--- config.mk ---
export PLATFORM = sky130hd
export DESIGN_NAME = mlsg_top
export DESIGN_NICKNAME = d
export VERILOG_FILES = /design/src/mlsg_pkg.sv /design/src/mlsg_top.sv
export VERILOG_INCLUDE_DIRS = /design/src
export SDC_FILE = /design/constraint.sdc
export NUM_CORES = 1
export LEC_CHECK = 0
export ABC_AREA = 1
export BUFFER_PORTS_ARGS = -buffer_cell sky130_fd_sc_hd__buf_4
export CORE_MARGIN = 1.5
export CORE_UTILIZATION = 45
export DETAILED_ROUTE_END_ITERATION = 8
export PLACE_DENSITY = 0.67
export RECOVER_POWER = 100
export SYNTH_ARGS = -nofsm -noshare
export SYNTH_HDL_FRONTEND = slang
export SYNTH_SLANG_ARGS = --single-unit
--- constraint.sdc ---
create_clock -name clock_in -period 3.49 [get_ports clock_in]
set_clock_uncertainty 0.15 [all_clocks]
set_input_delay 0.1745 -clock clock_in [delete_from_list [all_inputs] [get_ports clock_in]]
set_output_delay 0.1745 -clock clock_in [all_outputs]
set_load 0.01 [all_outputs]
--- src/mlsg_map.svh ---
// Offsets, field positions, reset values and timing counts of the guard
`ifndef MLSG_MAP_SVH
`define MLSG_MAP_SVH
`define MLSG_CLK_KHZ 125000
// Stall period: 120 s per uF, 0.068 uF part
`define MLSG_STALL_S_PER_UF 120
`define MLSG_STALL_CAP_NF 68
`define MLSG_STALL_MS (`MLSG_STALL_S_PER_UF * `MLSG_STALL_CAP_NF)
`define MLSG_STALL_CYC (`MLSG_STALL_MS * `MLSG_CLK_KHZ)
// Mask time: 0.9 s per uF, 0.1 uF part
`define MLSG_MASK_MS_PER_UF 900
`define MLSG_MASK_CAP_NF 100
`define MLSG_MASK_MS (`MLSG_MASK_MS_PER_UF * `MLSG_MASK_CAP_NF / 1000)
`define MLSG_MASK_CYC (`MLSG_MASK_MS * `MLSG_CLK_KHZ)
// Register offsets
`define MLSG_OFS_STALL 12'h000
`define MLSG_OFS_MASK 12'h004
`define MLSG_OFS_WIN 12'h008
`define MLSG_OFS_STAT 12'h00C
`define MLSG_OFS_IRQ 12'h010
`define MLSG_OFS_IEN 12'h014
// Status fields
`define MLSG_ST_LOCK 0
`define MLSG_ST_IND 1
`define MLSG_ST_STALL 2
`define MLSG_ST_SAVE 3
// Reset values
`define MLSG_WIN_RST 16'h0100
`define MLSG_IEN_RST 3'h0
`endif

--- src/mlsg_pkg.sv ---
// Types shared by the lock mask and stall guard
package mlsg_pkg;
   typedef enum logic [1:0] {
      MLSG_IDLE = 2'b00,
      MLSG_TIMING = 2'b01,
      MLSG_LATCHED = 2'b10
   } mlsg_stall_state_t;
   // Interrupt events, same layout in status and mask
   typedef struct packed {
      logic lock_gained;
      logic lock_lost;
      logic stall;
   } mlsg_evt_t;
endpackage : mlsg_pkg

--- src/mlsg_top.sv ---
// Lock indicator mask filter and stall guard with APB registers
//
// Chosen here: the placing of the registers and the APB interface to the registers.
`timescale 1ns/1ns
`include "mlsg_map.svh"

// All delays are counted on clock_in. Capacitors set them in the analog
// part; here software writes the counts, so the reset values are only the
// nominal figures, and a bench may shorten them freely.
// Limitation: a count of zero for the stall period latches only after about
// 2^32 unlocked cycles, since the compare wraps below zero.

// What this block does
// - Unlocked too long in start: low side off
// - Stall period set by programmable count
// - Stall timer idle during clock braking
// - Stall latch clears only by stop, grounded node or reset
// - Grounded stall node holds logic in reset
// - Select high masks short lock pulses
// - Lock level delayed by mask time
// - Select low masks short unlock pulses
// - Mask time set by programmable count
// - Zero mask time passes indicator through
// - Lock means phase lock, no speed bound
// - Compare falling edges of clock and feedback
// - Stop state enters power saving
module mlsg_top import mlsg_pkg::*; #(
   parameter logic [31:0] STALL_CYCLES = 32'(`MLSG_STALL_CYC),
   parameter logic [31:0] MASK_CYCLES = 32'(`MLSG_MASK_CYC)
) (
   input wire logic clock_in,
   input wire logic rst_n_in,
   input wire logic ref_clock_in,
   input wire logic speed_feedback_input_in,
   input wire logic start_in,
   input wire logic brake_switch_in,
   input wire logic lock_mask_select_in,
   input wire logic stall_timer_node_in,
   input wire logic psel_in,
   input wire logic penable_in,
   input wire logic pwrite_in,
   input wire logic [11:0] paddr_in,
   input wire logic [31:0] pwdata_in,
   output logic [31:0] prdata_out,
   output logic pready_out,
   output logic pslverr_out,
   output logic lock_indicator_out,
   output logic low_side_enable_out,
   output logic power_save_out,
   output logic speed_control_on_out,
   output logic irq_out
);
   logic run; // Speed control active
   logic ref_q, fb_q; // Previous input levels
   logic ref_fall, fb_fall; // Falling edge strobes
   logic [15:0] phase_q; // Cycles since last clock fall
   logic locked_q; // Raw phase lock, 1 = locked
   logic ind_q; // Masked indicator, 1 = unlocked
   logic [31:0] mcnt_q; // Mask timer
   logic [31:0] scnt_q; // Stall timer
   mlsg_stall_state_t st_q; // Stall guard state
   // Periods are in cycles of clock_in
   logic [31:0] stall_per_q; // Stall period register
   logic [31:0] mask_per_q; // Mask time register, zero = no capacitor
   logic [15:0] win_q; // Lock window in cycles after a clock fall
   mlsg_evt_t irq_q; // Sticky event bits
   mlsg_evt_t ien_q; // Event mask, same layout
   mlsg_evt_t evt; // Events seen in this cycle
   logic wr; // Write in the access phase
   logic acc; // Access phase of a transfer
   logic hit; // Address decodes to a register
   logic ind_prev_q; // Indicator one cycle ago, for event edges

   // Grounded stall node holds the logic in reset; stop parks it too
   // Node low is treated as a plain hold; no extra reset pulse is made
   assign run = start_in & stall_timer_node_in;
   assign power_save_out = ~start_in;
   assign speed_control_on_out = run;
   assign low_side_enable_out = run & (st_q != MLSG_LATCHED);
   // Indicator straight from its flip-flop, so no glitch reaches the pin
   assign lock_indicator_out = ind_q;
   // Edge strobes; history resets low so no false fall follows reset
   assign ref_fall = ref_q & ~ref_clock_in;
   assign fb_fall = fb_q & ~speed_feedback_input_in;

   // Edge history of the two pulse inputs
   // Inputs are taken as synchronous, so one stage is enough
   always_ff @(posedge clock_in or negedge rst_n_in) begin
      if (!rst_n_in) begin
         ref_q <= 1'b0;
         fb_q <= 1'b0;
      end else begin
         ref_q <= ref_clock_in;
         fb_q <= speed_feedback_input_in;
      end
   end

   // Phase comparator; no speed counter, so lock bounds no speed error
   always_ff @(posedge clock_in or negedge rst_n_in) begin
      if (!rst_n_in) begin
         phase_q <= 16'h0000;
         locked_q <= 1'b0;
      end else if (!run) begin
         phase_q <= 16'h0000;
         locked_q <= 1'b0;
      end else begin
         // Saturate so a missing reference clock reads as far out of phase
         if (ref_fall) begin
            phase_q <= 16'h0000;
         end else if (phase_q != 16'hFFFF) begin
            phase_q <= phase_q + 16'h0001;
         end
         // Feedback fall near clock fall means lock
         // Only phase is judged; a slow rotor in phase still reads locked
         if (fb_fall) begin
            locked_q <= ref_fall | (phase_q <= win_q);
         end else if (phase_q == 16'hFFFF) begin
            locked_q <= 1'b0;
         end
      end
   end

   // Indicator mask filter
   always_ff @(posedge clock_in or negedge rst_n_in) begin
      if (!rst_n_in) begin
         ind_q <= 1'b1;
         mcnt_q <= 32'h0000_0000;
      end else if (!run) begin
         ind_q <= 1'b1;
         mcnt_q <= 32'h0000_0000;
      end else if (mask_per_q == 32'h0000_0000) begin
         ind_q <= ~locked_q;
         mcnt_q <= 32'h0000_0000;
      end else if (ind_q == ~locked_q) begin
         // Nothing pending: a bounce restarts the mask time from zero
         mcnt_q <= 32'h0000_0000;
      end else if (lock_mask_select_in == ind_q) begin
         // Change toward the masked level waits out the mask time
         if (mcnt_q >= mask_per_q - 32'h0000_0001) begin
            ind_q <= ~locked_q;
            mcnt_q <= 32'h0000_0000;
         end else begin
            mcnt_q <= mcnt_q + 32'h0000_0001;
         end
      end else begin
         // Change away from the masked level passes at once
         ind_q <= ~locked_q;
         mcnt_q <= 32'h0000_0000;
      end
   end

   // Stall guard state machine
   // Braking restarts the timer rather than pausing it, so a long brake
   // followed by a short unlock never adds up to a false stall
   always_ff @(posedge clock_in or negedge rst_n_in) begin
      if (!rst_n_in) begin
         st_q <= MLSG_IDLE;
         scnt_q <= 32'h0000_0000;
      end else if (!run) begin
         st_q <= MLSG_IDLE;
         scnt_q <= 32'h0000_0000;
      end else begin
         unique case (st_q)
            MLSG_IDLE: begin
               scnt_q <= 32'h0000_0000;
               if (ind_q && !brake_switch_in) begin
                  st_q <= MLSG_TIMING;
               end
            end
            MLSG_TIMING: begin
               if (!ind_q || brake_switch_in) begin
                  st_q <= MLSG_IDLE;
                  scnt_q <= 32'h0000_0000;
               end else if (scnt_q >= stall_per_q - 32'h0000_0001) begin
                  st_q <= MLSG_LATCHED;
               end else begin
                  scnt_q <= scnt_q + 32'h0000_0001;
               end
            end
            MLSG_LATCHED: begin
               // Only stop, a grounded node (branch above) or reset leaves here
               st_q <= MLSG_LATCHED;
            end
            default: begin
               st_q <= MLSG_IDLE;
               scnt_q <= 32'h0000_0000;
            end
         endcase
      end
   end

   // APB decode; answers with no wait state
   // Read data is a plain mux, valid while the address is held
   assign acc = psel_in & penable_in;
   assign wr = acc & pwrite_in;
   assign pready_out = 1'b1;
   always_comb begin
      hit = 1'b1;
      prdata_out = 32'h0000_0000;
      unique case (paddr_in)
         `MLSG_OFS_STALL: prdata_out = stall_per_q;
         `MLSG_OFS_MASK: prdata_out = mask_per_q;
         `MLSG_OFS_WIN: prdata_out = {16'h0000, win_q};
         `MLSG_OFS_STAT: begin
            prdata_out[`MLSG_ST_LOCK] = locked_q;
            prdata_out[`MLSG_ST_IND] = ind_q;
            prdata_out[`MLSG_ST_STALL] = st_q == MLSG_LATCHED;
            prdata_out[`MLSG_ST_SAVE] = ~start_in;
         end
         `MLSG_OFS_IRQ: prdata_out = {29'h0, irq_q};
         `MLSG_OFS_IEN: prdata_out = {29'h0, ien_q};
         default: hit = 1'b0;
      endcase
   end
   assign pslverr_out = acc & ~hit;

   // Software registers; a write to an unmapped place changes nothing
   // Status and event places are not stored here
   always_ff @(posedge clock_in or negedge rst_n_in) begin
      if (!rst_n_in) begin
         stall_per_q <= STALL_CYCLES;
         mask_per_q <= MASK_CYCLES;
         win_q <= `MLSG_WIN_RST;
         ien_q <= `MLSG_IEN_RST;
      end else if (wr) begin
         if (paddr_in == `MLSG_OFS_STALL) stall_per_q <= pwdata_in;
         if (paddr_in == `MLSG_OFS_MASK) mask_per_q <= pwdata_in;
         if (paddr_in == `MLSG_OFS_WIN) win_q <= pwdata_in[15:0];
         if (paddr_in == `MLSG_OFS_IEN) ien_q <= pwdata_in[2:0];
      end
   end

   // Sticky events, write one to clear; a new event beats the clear
   // History resets to the indicator's own reset level: no false event
   always_ff @(posedge clock_in or negedge rst_n_in) begin
      if (!rst_n_in) begin
         ind_prev_q <= 1'b1;
      end else begin
         ind_prev_q <= ind_q;
      end
   end
   // Stall event is the very cycle the guard moves to latched
   always_comb begin
      evt.stall = st_q == MLSG_TIMING && scnt_q >= stall_per_q - 32'h1 &&
                  run && ind_q && !brake_switch_in;
      evt.lock_lost = ind_q & ~ind_prev_q;
      evt.lock_gained = ~ind_q & ind_prev_q;
   end
   always_ff @(posedge clock_in or negedge rst_n_in) begin
      if (!rst_n_in) begin
         irq_q <= '0;
      end else if (wr && paddr_in == `MLSG_OFS_IRQ) begin
         irq_q <= (irq_q & ~pwdata_in[2:0]) | evt;
      end else begin
         irq_q <= irq_q | evt;
      end
   end
   assign irq_out = |(irq_q & ien_q);
endmodule : mlsg_top

# Word-level counts from Yosys, hierarchy flattened
# Index checks and enable logic that the tools add are counted.
# totals
ff_bits	173
out_inout_bits	39
# classes
n_addsub	5
n_lt_le_gt_ge	3
eq_ne	20
mux	29
n_bitwise	22
n_reduce_logical	21
# op_table
op	n
two-way mux 32 bit	8
case mux 28 bit (3 select lines)	1
adder 32 x 1 -> 32 bit, second input constant	2
greater-or-equal comparator 32 bit	2
case mux 32 bit (2 select lines)	1
subtractor 32 x 1 -> 32 bit, second input constant	2
two-way mux 16 bit	3
logical NOT 32 bit	1
equality test 12 x 4 -> 1 bit, second input constant	2
equality test 12 x 5 -> 1 bit, second input constant	2
case mux 4 bit (6 select lines)	1
adder 16 x 1 -> 16 bit, second input constant	1
equality test 16 bit, second input constant	1
less-or-equal comparator 16 bit	1
!= test 16 bit, second input constant	1
AND reduction 2 bit	7
equality test 12 x 3 -> 1 bit, second input constant	1
logical NOT 12 bit	1
AND 1 bit	9
two-way mux 1 bit	9
two-way mux 2 bit	4
!= test 4 x 3 -> 1 bit, second input constant	2
NOT 1 bit	7
AND 3 bit	2
other kinds (18)	29

# Logic depth before layout (Yosys ltp)
# Gate-level depths: netlist (run 1).
# depth
depth_word	8
mapped_depth	23
mapped_depth_nobuf	23

# Worst setup path before layout (run 1)
# OpenSTA, ideal clock, no wires.
# synth_path
path_kind	flip-flop to flip-flop
start	register mask_per_q[0]
end	register mcnt_q[18]
setup_time_ns	0.121
t_arrival_ns	2.890
setup_slack_ns	0.328
stages_incl_launch_ff	21
n_path_buf	1
period_less_slack_ns	3.162
cell_sequence	dfrtp_1 > inv_1 > ha_1 > nand2_1 > nor3_1 > nand2_1 > nor2_1 > nand4_1 > xnor2_1 > inv_1 > ha_1 > nand2_1 > nor2_1 > nand4_1 > nor3_1 > nand2_1 > inv_1 > nand2_1 > nand3b_1 > buf_2 > nor2_1
# synth_via
elab_chain_len	7
word_cells_on_any_way	8
cone_classes	1 x add/sub; 1 x order compare; 5 x mux; 1 x reduce/logical
# synth_rtl
element	line_no	source
start, declared	mlsg_top.sv:64	logic [31:0] mask_per_q;
start signal, assigned	mlsg_top.sv:227	if (paddr_in == `MLSG_OFS_MASK) mask_per_q <= pwdata_in;
subtractor 32 x 1 -> 32 bit	mlsg_top.sv:139	if (mcnt_q >= mask_per_q - 32'h0000_0001) begin
greater-or-equal comparator 32 bit	mlsg_top.sv:139	
two-way mux 32 bit	mlsg_top.sv:139	
two-way mux 32 bit	mlsg_top.sv:137	end else if (lock_mask_select_in == ind_q) begin
two-way mux 32 bit	mlsg_top.sv:134	end else if (ind_q == ~locked_q) begin
two-way mux 32 bit (*)	mlsg_top.sv:131	end else if (mask_per_q == 32'h0000_0000) begin
two-way mux 32 bit (*)	mlsg_top.sv:128	end else if (!run) begin
end signal, assigned	mlsg_top.sv:143	mcnt_q <= mcnt_q + 32'h0000_0001;
end, declared	mlsg_top.sv:59	logic [31:0] mcnt_q;
# Mark *: on every way between the ends. The rest lies on a longest branch, timed or not.
# A chain may end at the register's enable or synchronous reset.

# Worst setup path after layout (run 1)
# layout_path
start	register stall_per_q[2]
end	register scnt_q[11]
# layout_via
elab_chain_len	4
# layout_rtl
element	line_no	source
start, declared	mlsg_top.sv:63	logic [31:0] stall_per_q;
start signal, assigned	mlsg_top.sv:226	if (paddr_in == `MLSG_OFS_STALL) stall_per_q <= pwdata_in;
subtractor 32 x 1 -> 32 bit	mlsg_top.sv:174	end else if (scnt_q >= stall_per_q - 32'h0000_0001) begin
greater-or-equal comparator 32 bit	mlsg_top.sv:174	
!= test 4 bit (no line)	--	
AND reduction 2 bit (no line)	--	
end signal, assigned	mlsg_top.sv:177	scnt_q <= scnt_q + 32'h0000_0001;
end, declared	mlsg_top.sv:60	logic [31:0] scnt_q;
# Every way passes these cells.

==> reports/qor.txt, run 1 <==
endpoints failing hold: 0
Max Slew Vio Count: 82
final cell count without fillers: 2,301
Cell Chain, Critical Path: inv_2 > buf_4 > nand4_1 > buf_4 > inv_2 > nand4_1 > nor4_2 > xor2_1 > ha_1 > nand2_2 > nor2_4 > nand2_2 > nor4_2 > nand2_1 > nand3_2 > nand2_4 > clkbuf_16 > nand2_1 > nand2_1
Core Region: 27,800 um^2
starting density of the core: 0.457
sequential power share: 0.480
I/O pin cnt: 94
most frequent cells in the layout: nand2_1 (424), inv_1 (216), nor2_1 (206), dfrtp_1 (143), o21ai_0 (117)
Rows: 61
pwr/cell area: 282 nW/um^2
cell count of the worst reg-to-reg path: 19
Iter 0 DRT Violations: 979
maximum root-to-sink buffer count: 2
crit path launch type: flip-flop
CTS clk-pin slew, worst paths: 0.07 ns
critical path arrival: 3.66 ns
crit end category: flip-flop
status: finished, violations left
failing checks: max-capacitance violations, max-slew violations
number of H-tree levels: 4
DIE AREA: 29,200 um^2
flops & latches, synth: 173
First-pass DRT Iterations: 8
Post-Syn Nets: 1,888
HP Class: in2reg
DP HPWL: 28.0 mm
gr ovfl total: 0
post-route cell area: 14,900 um^2
routability cong.: 0.924
Wirelength per Cell: 16.2 um
Syn. warnings: 0
relative slew slack: -0.399
Vias: 12.1k
sequential cell area fraction in the yosys report: 0.344
first-pass GRT wire length: 58.8 mm
Logic pwr share: 0.065
GR Util All Layers: 0.258
Crit-path slowest cell: dfrtp_1
fin crit share: 0.999
Tmin final: 3.49 ns
Post-Route WL: 37.4 mm
CTS tree: done
DRT antenna net count: 0
Mapped Area: 12,700 um^2
Post-synth EDFFs: 0
Switch Pwr: 1.06 mW
vias in the first global route: 11.2k
share of cells above drive strength 1: 0.132
most frequent CP cell: nand2_1
chip height: 171 um
Vias/cell: 5.25
CP peak stage delay: 0.44 ns
Crit path max-delay family: simple AND/OR/NAND/NOR gates
final core utilization: 0.536
# setup viols final: 0
largest net degree at the start of global routing: 82
placed insts: 2,214
drt drc: 0
ys async rst share: 1.00
Num CTS Buffers: 17
max_cap viols: 1
Leakage: 7.40 nW
Critical Path Fanout Max: 7
internal power: 3.14 mW
DP Area: 13,900 um^2
DIE WIDTH: 171 um
Hold Slack: 0.126 ns
Max Fclk: 287 MHz
maximum vdd drop: 0.324 mV
Final #Nets: 2,051
Slew @ Worst Pin: 2.10 ns
Synth Area per Inst: 7.27 um^2
initial antenna violation count: 0
cell chosen for the clock root: clkbuf_16
kind of critical path: reg2reg
CP required: 3.66 ns
hold-critical path depth: 7
clk sinks: 173
Port Buffers: 92
CP Depth: 19
Clock Latency Late Sink: 0.44 ns
ys flop type: dfrtp_1
CP Buf/Inv Count: 5
area growth from synthesis to layout: 17.3%
Net Sw Frac: 0.252
most common cell after layout, fill and taps aside: nand2_1
Post-Syn Instances: 1,747
clock power share: 0.454
n_diodes: 0
unrepaired setup endpoints after global routing: yes
Power, Total: 4.20 mW
number of distinct library cells after synthesis: 54
cell usage after synthesis, types with 3 or more instances:
cell type,n,area [um^2]
inv_2,4,15.0
o21a_1,3,22.5
clkbuf_1,11,41.3
nand3b_1,4,30.0
nor2_1,223,837
a21oi_1,42,210
nor4_1,9,56.3
o221ai_1,13,114
o21ai_0,64,320
o21ai_2,48,420
buf_6,11,124
xor2_1,79,692
buf_2,9,45.0
nand3_1,113,566
o22ai_1,8,50.1
clkinv_2,3,15.0
dfstp_2,30,788
nand4_1,38,238
and2_1,3,18.8
a21o_1,5,37.5
ha_1,86,1080
nor2_2,5,31.3
o21ai_1,15,75.1
nor3_1,50,250
clkinv_1,3,11.3
nand2_4,4,45.0
xnor2_1,23,201
dfrtp_1,143,3580
nand2_1,444,1670
inv_1,222,833
layer usage:
| metal | global-route usage | up-vias | wire (um) |
|---|---|---|---|
| li1 | - | 5994 | - |
| met1 | 0.362 | 5647 | 17600 |
| met2 | 0.406 | 393 | 16700 |
| met3 | 0.0423 | 45 | 2310 |
| met4 | 0.0809 | 0 | 808 |
| met5 | 0 | - | 0 |
worst reg2reg max path, delay by kind of cell (launching register included):
kind          cells  cell delay [ns]
fa+ha+maj         1             0.30
buf+inv           5             0.65
flops             1             0.44
xor+xnor          1             0.12
simple gates     12             1.70
final cells by class:
| class | instances | area, um^2 |
|---|---|---|
| inverter | 232 | 878 |
| timing repair buffer | 178 | 1390 |
| clock inverter | 13 | 124 |
| tap | 378 | 473 |
| clock buffer | 19 | 443 |
| fill | 2792 | 12900 |
| sequential | 173 | 4370 |
| multi-input combinational | 1308 | 7220 |
final timing paths:
kind | slack [ns] | end | startpoint
max in group asynchronous | 0.70 | mcnt_q[28] | rst_n_in
max reg2reg | 0.005 | scnt_q[11] | stall_per_q[2]
min reg2reg | 0.34 | win_q[3] | win_q[3]
min in group asynchronous | 0.71 | mask_per_q[3] | rst_n_in
min | 0.13 | irq_q[0] | paddr_in[1]
max | 0.005 | scnt_q[11] | stall_per_q[2]
cell families (layout without fill, tap and decap cells):
group	count (synthesis)	count (layout)	synth area share
flops	173	173	0.344
xor+xnor	102	102	0.0704
buf+inv	266	442	0.0868
other cells	1	1	0.000295
fa+ha+maj	86	86	0.0848
simple gates	907	907	0.306
compound gates	212	212	0.107
sequential cells by signal, indices dropped and copies added, names as in the netlist:
register	flops
ind_prev_q	1
st_q	2
mask_per_q	32
lock_indicator_out	1
mcnt_q	32
stall_per_q	32
ref_q	1
scnt_q	32
phase_q	16
fb_q	1
irq_q	3
win_q	16
locked_q	1
ien_q	3
what timing repair did:
item | in CTS | in global routing
setup buffers | 0 | 14
endpoints found under the setup margin | 4 | 68
gates cloned | 0 | 5
pin swaps | 0 | 22
gates resized for setup | 1 | 66
hold buffers | 36 | 0
hold endpoints to repair | 151 | 0
power groups by stage:
stage          Sequential [mW]  Clock [mW]  Combinational [mW]
2_1_floorplan             2.05           0               0.102
3_3_place_gp              2.05           0               0.243
3_5_place_dp              2.05           0               0.247
4_1_cts                   2.02        1.94               0.280
5_1_grt                   2.02        2.01               0.306
6_report                  2.02        1.91               0.274
per-stage QoR:
| step | setup TNS [ns] | setup slack, ns |
|---|---|---|
| 2_1_floorplan | 0 | 0.328 |
| 3_5_place_dp | 0 | 0.0106 |
| 5_1_grt | -4.95 | -0.149 |
| 4_1_cts | 0 | 0.0538 |
| 6_report | 0 | 0.00487 |
| 3_3_place_gp | 0 | 0.119 |
Power figures use the tool's default switching activity.
==> inputs of run 2 (changes only) <==
Settings changed: REMOVE_ABC_BUFFERS set to 1.
==> run 2 against run 1 <==
  * The run still ends with max-capacitance violations, max-slew violations left
  * Critical path type unchanged
  * Sequential cell count unchanged
  * Non-clock buffer count down 7
  * Die area unchanged
  * Highest routed layer unchanged
  * Power up 3.7%
  * Wire length down 0.69%
  * Largest power group is now clock
  * Combinational power about the same
==> reports/qor.txt, run 2 (synthesis gave the netlist of run 1 again) <==
most common cell after layout, fill and taps aside: nand2_1
initial antenna violation count: 0 (unchanged)
gr ovfl total: 0 (unchanged)
most frequent cells in the layout: nand2_1 (434), inv_1 (220), nor2_1 (203), dfrtp_1 (140), o21ai_0 (118)
HP Class: in2reg
share of cells above drive strength 1: 0.127 (-0.00526)
status: finished, violations left
Num CTS Buffers: 17 (unchanged)
I/O pin cnt: 94 (unchanged)
r2r startpoint: mask_per_q[0]
register area: 4370 um^2 (about the same)
Post-Route WL: 37.1 mm (-0.69%)
Slew @ Worst Pin: 2.26 ns (+0.164 ns)
Port Buffers: 92 (unchanged)
sequential power share: 0.463 (-0.017)
chip height: 171 um (unchanged)
CP startpoint: mask_per_q[0]
top layer in use: met4
vias in the first global route: 11.2k (-0.12%)
Power, Total: 4.35 mW (+3.7%)
GR Util All Layers: 0.258 (about the same)
drt drc: 0 (unchanged)
Critical Path Fanout Max: 22 (+15)
routability cong.: 0.921 (-0.30%)
Vias: 12.1k (+0.55%)
met2 routed WL: 16.9 mm (+1.4%)
# setup viols final: 0 (unchanged)
Switch Pwr: 1.13 mW (+6.9%)
cell chosen for the clock root: clkbuf_16
Leakage: 7.41 nW (+0.16%)
CTS tree: done
largest net degree at the start of global routing: 84 (+2.4%)
Final #Nets: 2,044 (-0.34%)
maximum vdd drop: 0.258 mV (-20%)
Hold Startpoint: paddr_in[0]
relative slew slack: -0.509 (-0.109)
CP required: 3.67 ns (about the same)
kind of critical path: reg2reg
fin crit share: 0.953 (-0.0455)
Wirelength per Cell: 16.2 um (-0.39%)
DIE WIDTH: 171 um (unchanged)
pre-CTS setup slack: -0.0995 ns (-0.110 ns)
routed length on met1: 17.4 mm (-0.97%)
first-pass GRT wire length: 58.9 mm (+0.11%)
Core Region: 27,800 um^2 (unchanged)
DIE AREA: 29,200 um^2 (unchanged)
post-route cell area: 14,900 um^2 (about the same)
Net Sw Frac: 0.260 (+0.00783)
internal power: 3.22 mW (+2.6%)
endpoints failing hold: 0 (unchanged)
failing checks: max-capacitance violations, max-slew violations
DP HPWL: 27.8 mm (-0.81%)
n_diodes: 0 (unchanged)
maximum root-to-sink buffer count: 2 (unchanged)
area growth from synthesis to layout: 17.3% (about the same)
Iter 0 DRT Violations: 951 (-2.9%)
DP Area: 13,900 um^2 (about the same)
CTS clk-pin slew, worst paths: 0.07 ns (about the same)
final setup margin: 0.164 ns (+0.159 ns)
clock power share: 0.474 (+0.020)
Hold Slack: 0.157 ns (+0.0311 ns)
starting density of the core: 0.457 (unchanged)
number of H-tree levels: 4 (unchanged)
Setup Total Neg Slack: 0 ns (unchanged)
Logic pwr share: 0.063 (-0.002)
critical path arrival: 3.50 ns (-0.16 ns)
max_cap viols: 1 (unchanged)
crit end category: flip-flop
Max Fclk: 301 MHz (+4.8%)
Max Slew Vio Count: 83 (+1.2%)
pwr/cell area: 292 nW/um^2 (+3.7%)
Vias/cell: 5.29 (+0.86%)
First-pass DRT Iterations: 8 (unchanged)
Clock Latency Late Sink: 0.45 ns (about the same)
clk sinks: 173 (unchanged)
DRT antenna net count: 0 (unchanged)
metal3 WL: 2.12 mm (-8.2%)
Fillers: 2,809 (+0.61%)
Tmin final: 3.33 ns (-0.159 ns)
Rows: 61 (unchanged)
area taken by multi-input logic gates: 7280 um^2 (+0.81%)
crit path launch type: flip-flop
reg-to-reg slack, setup: 0.16 ns (+0.16 ns)
run 2: cell types whose count changed in the layout (fill, tap and decap cells not counted), sizes merged:
cell    before  now
buf         95   91
clkinv       8   10
inv        233  232
bufinv       1    2
clkbuf      66   61
run 2: worst paths after layout:
path                                       end  depth (start not counted)
worst max register to register       mcnt_q[2]                         19
min in group asynchronous            mcnt_q[2]                          2
max in group asynchronous       mask_per_q[18]                          3
worst max-delay path                 mcnt_q[2]                         19
worst min register to register        win_q[1]                          2
worst min-delay path                  irq_q[2]                          7
run 2: through the flow:
| stage | instances | util |
|---|---|---|
| 4_1_cts | 2280 | 0.537 |
| 2_1_floorplan | 1713 | - |
| 6_report | 2294 | 0.536 |
| 3_3_place_gp | 2211 | 0.500 |
| 3_5_place_dp | 2211 | 0.500 |
| 5_1_grt | 2294 | 0.536 |
run 2: what timing repair did:
action | CTS | global route
pin swaps | 1 | 15
hold buffers | 36 | 0
hold endpoints to repair | 162 | 0
setup buffers | 1 | 14
gates resized for setup | 7 | 59
setup endpoints to repair | 64 | 68
run 2: power groups by stage:
stage          Sequential, mW  Clock [mW]  Combinational [mW]
6_report                 2.02        2.06               0.274
5_1_grt                  2.02        2.17               0.305
4_1_cts                  2.02        2.09               0.281
3_5_place_dp             2.05           0               0.247
3_3_place_gp             2.05           0               0.244
2_1_floorplan            2.05           0              0.0986
run 2: cell type report:
cell class                 instances  share of cell area
sequential                       173               0.293
clock buffer                      17              0.0286
tap                              378              0.0318
inverter                         232              0.0588
timing repair buffer             171              0.0848
clock inverter                    15              0.0137
multi-input combinational       1308               0.489
run 2: per-layer routing:
| layer | vias up | track usage |
|---|---|---|
| met2 | 397 | 0.412 |
| met4 | 0 | 0.0660 |
| li1 | 5976 | - |
| met5 | - | 0 |
| met1 | 5728 | 0.363 |
| met3 | 45 | 0.0421 |
run 2: critical path, stage by stage, from the launching register on:
cell      delay (ns)
dfrtp_1         0.41
inv_1           0.08
ha_1            0.20
nand2_2         0.10
nor3_2          0.21
nand2_1         0.21
nor4_2          0.30
xor2_1          0.19
inv_1           0.06
ha_1            0.27
nand2_1         0.05
nor2_1          0.11
nand4_1         0.14
nor3_4          0.16
nand2_1         0.07
inv_1           0.06
nand2_1         0.06
nand3b_1        0.13
buf_12          0.17
nor2_1          0.06
==> inputs of run 3 (changes only) <==
Settings changed: CORE_UTILIZATION 45 to 57, PLACE_DENSITY 0.67 to 0.8.
==> run 3 against run 2 <==
  * Final cell count is 4.7% lower
  * Sequential cell count stayed put
  * Highest routed layer unchanged
  * Combinational power is 2% lower
  * Largest cell class unchanged
  * Via count is 2.6% higher
  * The flow still finishes with violations (max-capacitance violations, max-slew violations)
  * Setup slack worse by 0.11 ns
  * Sequential power hardly changed
  * Critical endpoint is now scnt_q[14]
  * Register-to-register slack worse by 0.11 ns
  * Global-route usage is 5.3 points higher
  * Critical path depth is 2 lower
  * First-iteration DRC count is 2.0% higher
==> reports/qor.txt, run 3 (synthesis gave the netlist of run 1 again) <==
routability cong.: 0.972 (+5.6%)
Rows: 54 (-11%)
share of cells above drive strength 1: 0.113 (-0.0140)
DP HPWL: 26.7 mm (-4.0%)
vias in the first global route: 11.6k (+3.3%)
reg-to-reg slack, setup: 0.05 ns (-0.11 ns)
chip height: 152 um (-11%)
crit end category: flip-flop
sequential power share: 0.468 (+0.005)
Clock Latency Late Sink: 0.44 ns (about the same)
hold-critical path depth: 6 (-1)
Vias/cell: 5.70 (+7.6%)
number of H-tree levels: 4 (unchanged)
Final #Nets: 2,034 (-0.49%)
clock power share: 0.470 (-0.004)
failing checks: max-capacitance violations, max-slew violations
n_diodes: 0 (unchanged)
hold path endpoint: irq_q[2]
max_cap viols: 1 (unchanged)
GR Util All Layers: 0.311 (+0.0531)
final setup margin: 0.0526 ns (-0.111 ns)
kind of critical path: reg2reg
Fillers: 1,948 (-31%)
Hold Slack: 0.166 ns (+0.00859 ns)
fin crit share: 0.985 (+0.0318)
Core Region: 21,800 um^2 (-21%)
crit path launch type: flip-flop
r2r startpoint: stall_per_q[6]
largest net degree at the start of global routing: 82 (-2.4%)
initial antenna violation count: 0 (unchanged)
Net Sw Frac: 0.252 (-0.00772)
HP Class: in2reg
Hold Startpoint: pwrite_in
Num CTS Buffers: 17 (unchanged)
status: finished, violations left
critical path arrival: 3.61 ns (+0.11 ns)
final cell count without fillers: 2,186 (-4.7%)
endpoints failing hold: 0 (unchanged)
drt drc: 0 (unchanged)
Slew @ Worst Pin: 1.67 ns (-0.590 ns)
maximum vdd drop: 0.342 mV (+32%)
DIE AREA: 23,200 um^2 (-21%)
DIE WIDTH: 152 um (-11%)
First-pass DRT Iterations: 7 (-1)
Wirelength per Cell: 16.8 um (+3.8%)
starting density of the core: 0.582 (+0.125)
Max Fclk: 291 MHz (-3.2%)
pwr/cell area: 295 nW/um^2 (+1.1%)
Max Slew Vio Count: 63 (-24%)
most common cell after layout, fill and taps aside: nand2_1
pre-CTS setup slack: -0.0256 ns (+0.0738 ns)
Power, Total: 4.31 mW (-0.94%)
placed insts: 2,106 (-4.7%)
Vias: 12.5k (+2.6%)
internal power: 3.23 mW (about the same)
Iter 0 DRT Violations: 970 (+2.0%)
clk sinks: 173 (unchanged)
maximum root-to-sink buffer count: 2 (unchanged)
first-pass GRT wire length: 58.5 mm (-0.57%)
CTS clk-pin slew, worst paths: 0.08 ns (about the same)
cell chosen for the clock root: clkbuf_16
area growth from synthesis to layout: 15.0%
# setup viols final: 0 (unchanged)
Leakage: 7.29 nW (-1.7%)
CTS tree: done
Post-Route WL: 36.7 mm (-1.1%)
Port Buffers: 92 (unchanged)
cell count of the worst reg-to-reg path: 17 (-2)
DRT antenna net count: 0 (unchanged)
Tmin final: 3.44 ns (+0.111 ns)
most frequent cells in the layout: nand2_1 (439), inv_1 (221), nor2_1 (208), dfrtp_1 (143), o21ai_0 (119)
Critical Path Fanout Max: 13 (-41%)
I/O pin cnt: 94 (unchanged)
Logic pwr share: 0.062 (about the same)
relative slew slack: -0.115 (+0.393)
gr ovfl total: 0 (unchanged)
CP required: 3.67 ns (about the same)
Reg-to-Reg End: scnt_q[14]
Switch Pwr: 1.09 mW (-3.9%)
[run 3: cell count changes in the layout (fill, tap and decap cells not counted), sizes merged]
cell	before	now
buf	91	83
clkbuf	61	60
clkinvlp	3	5
clkinv	10	7
[run 3: timing repair]
action / CTS / global route
resized for setup: 4 / 37
cloned: 0 / 1
endpoints found under the hold margin: 148 / 0
endpoints found under the setup margin: 63 / 68
pin swaps: 0 / 9
hold buffers: 36 / 0
buffers inserted: 0 / 11
[run 3: power by group through the flow]
| stage | clock (mW) | sequential (mW) | combinational (mW) |
|---|---|---|---|
| 2_1_floorplan | 0 | 2.05 | 0.0986 |
| 3_3_place_gp | 0 | 2.05 | 0.235 |
| 3_5_place_dp | 0 | 2.05 | 0.240 |
| 4_1_cts | 2.04 | 2.02 | 0.273 |
| 5_1_grt | 2.11 | 2.02 | 0.296 |
| 6_report | 2.02 | 2.02 | 0.268 |
[run 3: stage by stage]
stage,area (um^2),util,setup TNS [ns]
after floorplan,12500,-,0
after global placement,13700,0.628,0
after detailed placement,13700,0.628,-0.198
after CTS,14700,0.673,0
after global routing,14600,0.669,-4.25
final,14600,0.669,0
[run 3: worst max-delay path by stage]
stage / to / cells after the start / startpoint / slack (ns)
after floorplan: scnt_q[11] / 19 / stall_per_q[2] / 0.03
after CTS: scnt_q[9] / 20 / stall_per_q[1] / 0.01
final: scnt_q[14] / 17 / stall_per_q[6] / 0.05
after global routing: scnt_q[5] / 20 / stall_per_q[1] / -0.11
after global placement: scnt_q[28] / 19 / stall_per_q[1] / 0.09
after detailed placement: scnt_q[30] / 19 / stall_per_q[1] / -0.03
[run 3: metal layers]
layer,share of wire,GRT usage
met1,0.44,0.442
met2,0.46,0.496
met3,0.073,0.0432
met4,0.028,0.0943
met5,0,0
[run 3: layout make-up]
class                           instances  area (um^2)  share of cell area
Tap cell                              280          350              0.0240
Clock inverter                         14          178              0.0122
Sequential cell                       173         4370               0.299
Timing Repair Buffer                  161         1210              0.0828
Inverter                              232          878              0.0602
Multi-Input combinational cell       1308         7170               0.492
Clock buffer                           18          439              0.0301
[run 3: worst max-delay path, stage by stage (launching register included)]
cell	delay, ns
dfrtp_1	0.47
nor2_1	0.25
nand2_1	0.18
nor2_2	0.19
nand4_1	0.15
nand3b_1	0.23
buf_4	0.16
xor2_1	0.14
inv_1	0.07
ha_1	0.27
nand2_1	0.07
nor4_2	0.29
nand2_1	0.16
nand3_4	0.15
nand2_4	0.09
clkbuf_16	0.19
nand2_1	0.06
nand2_1	0.05
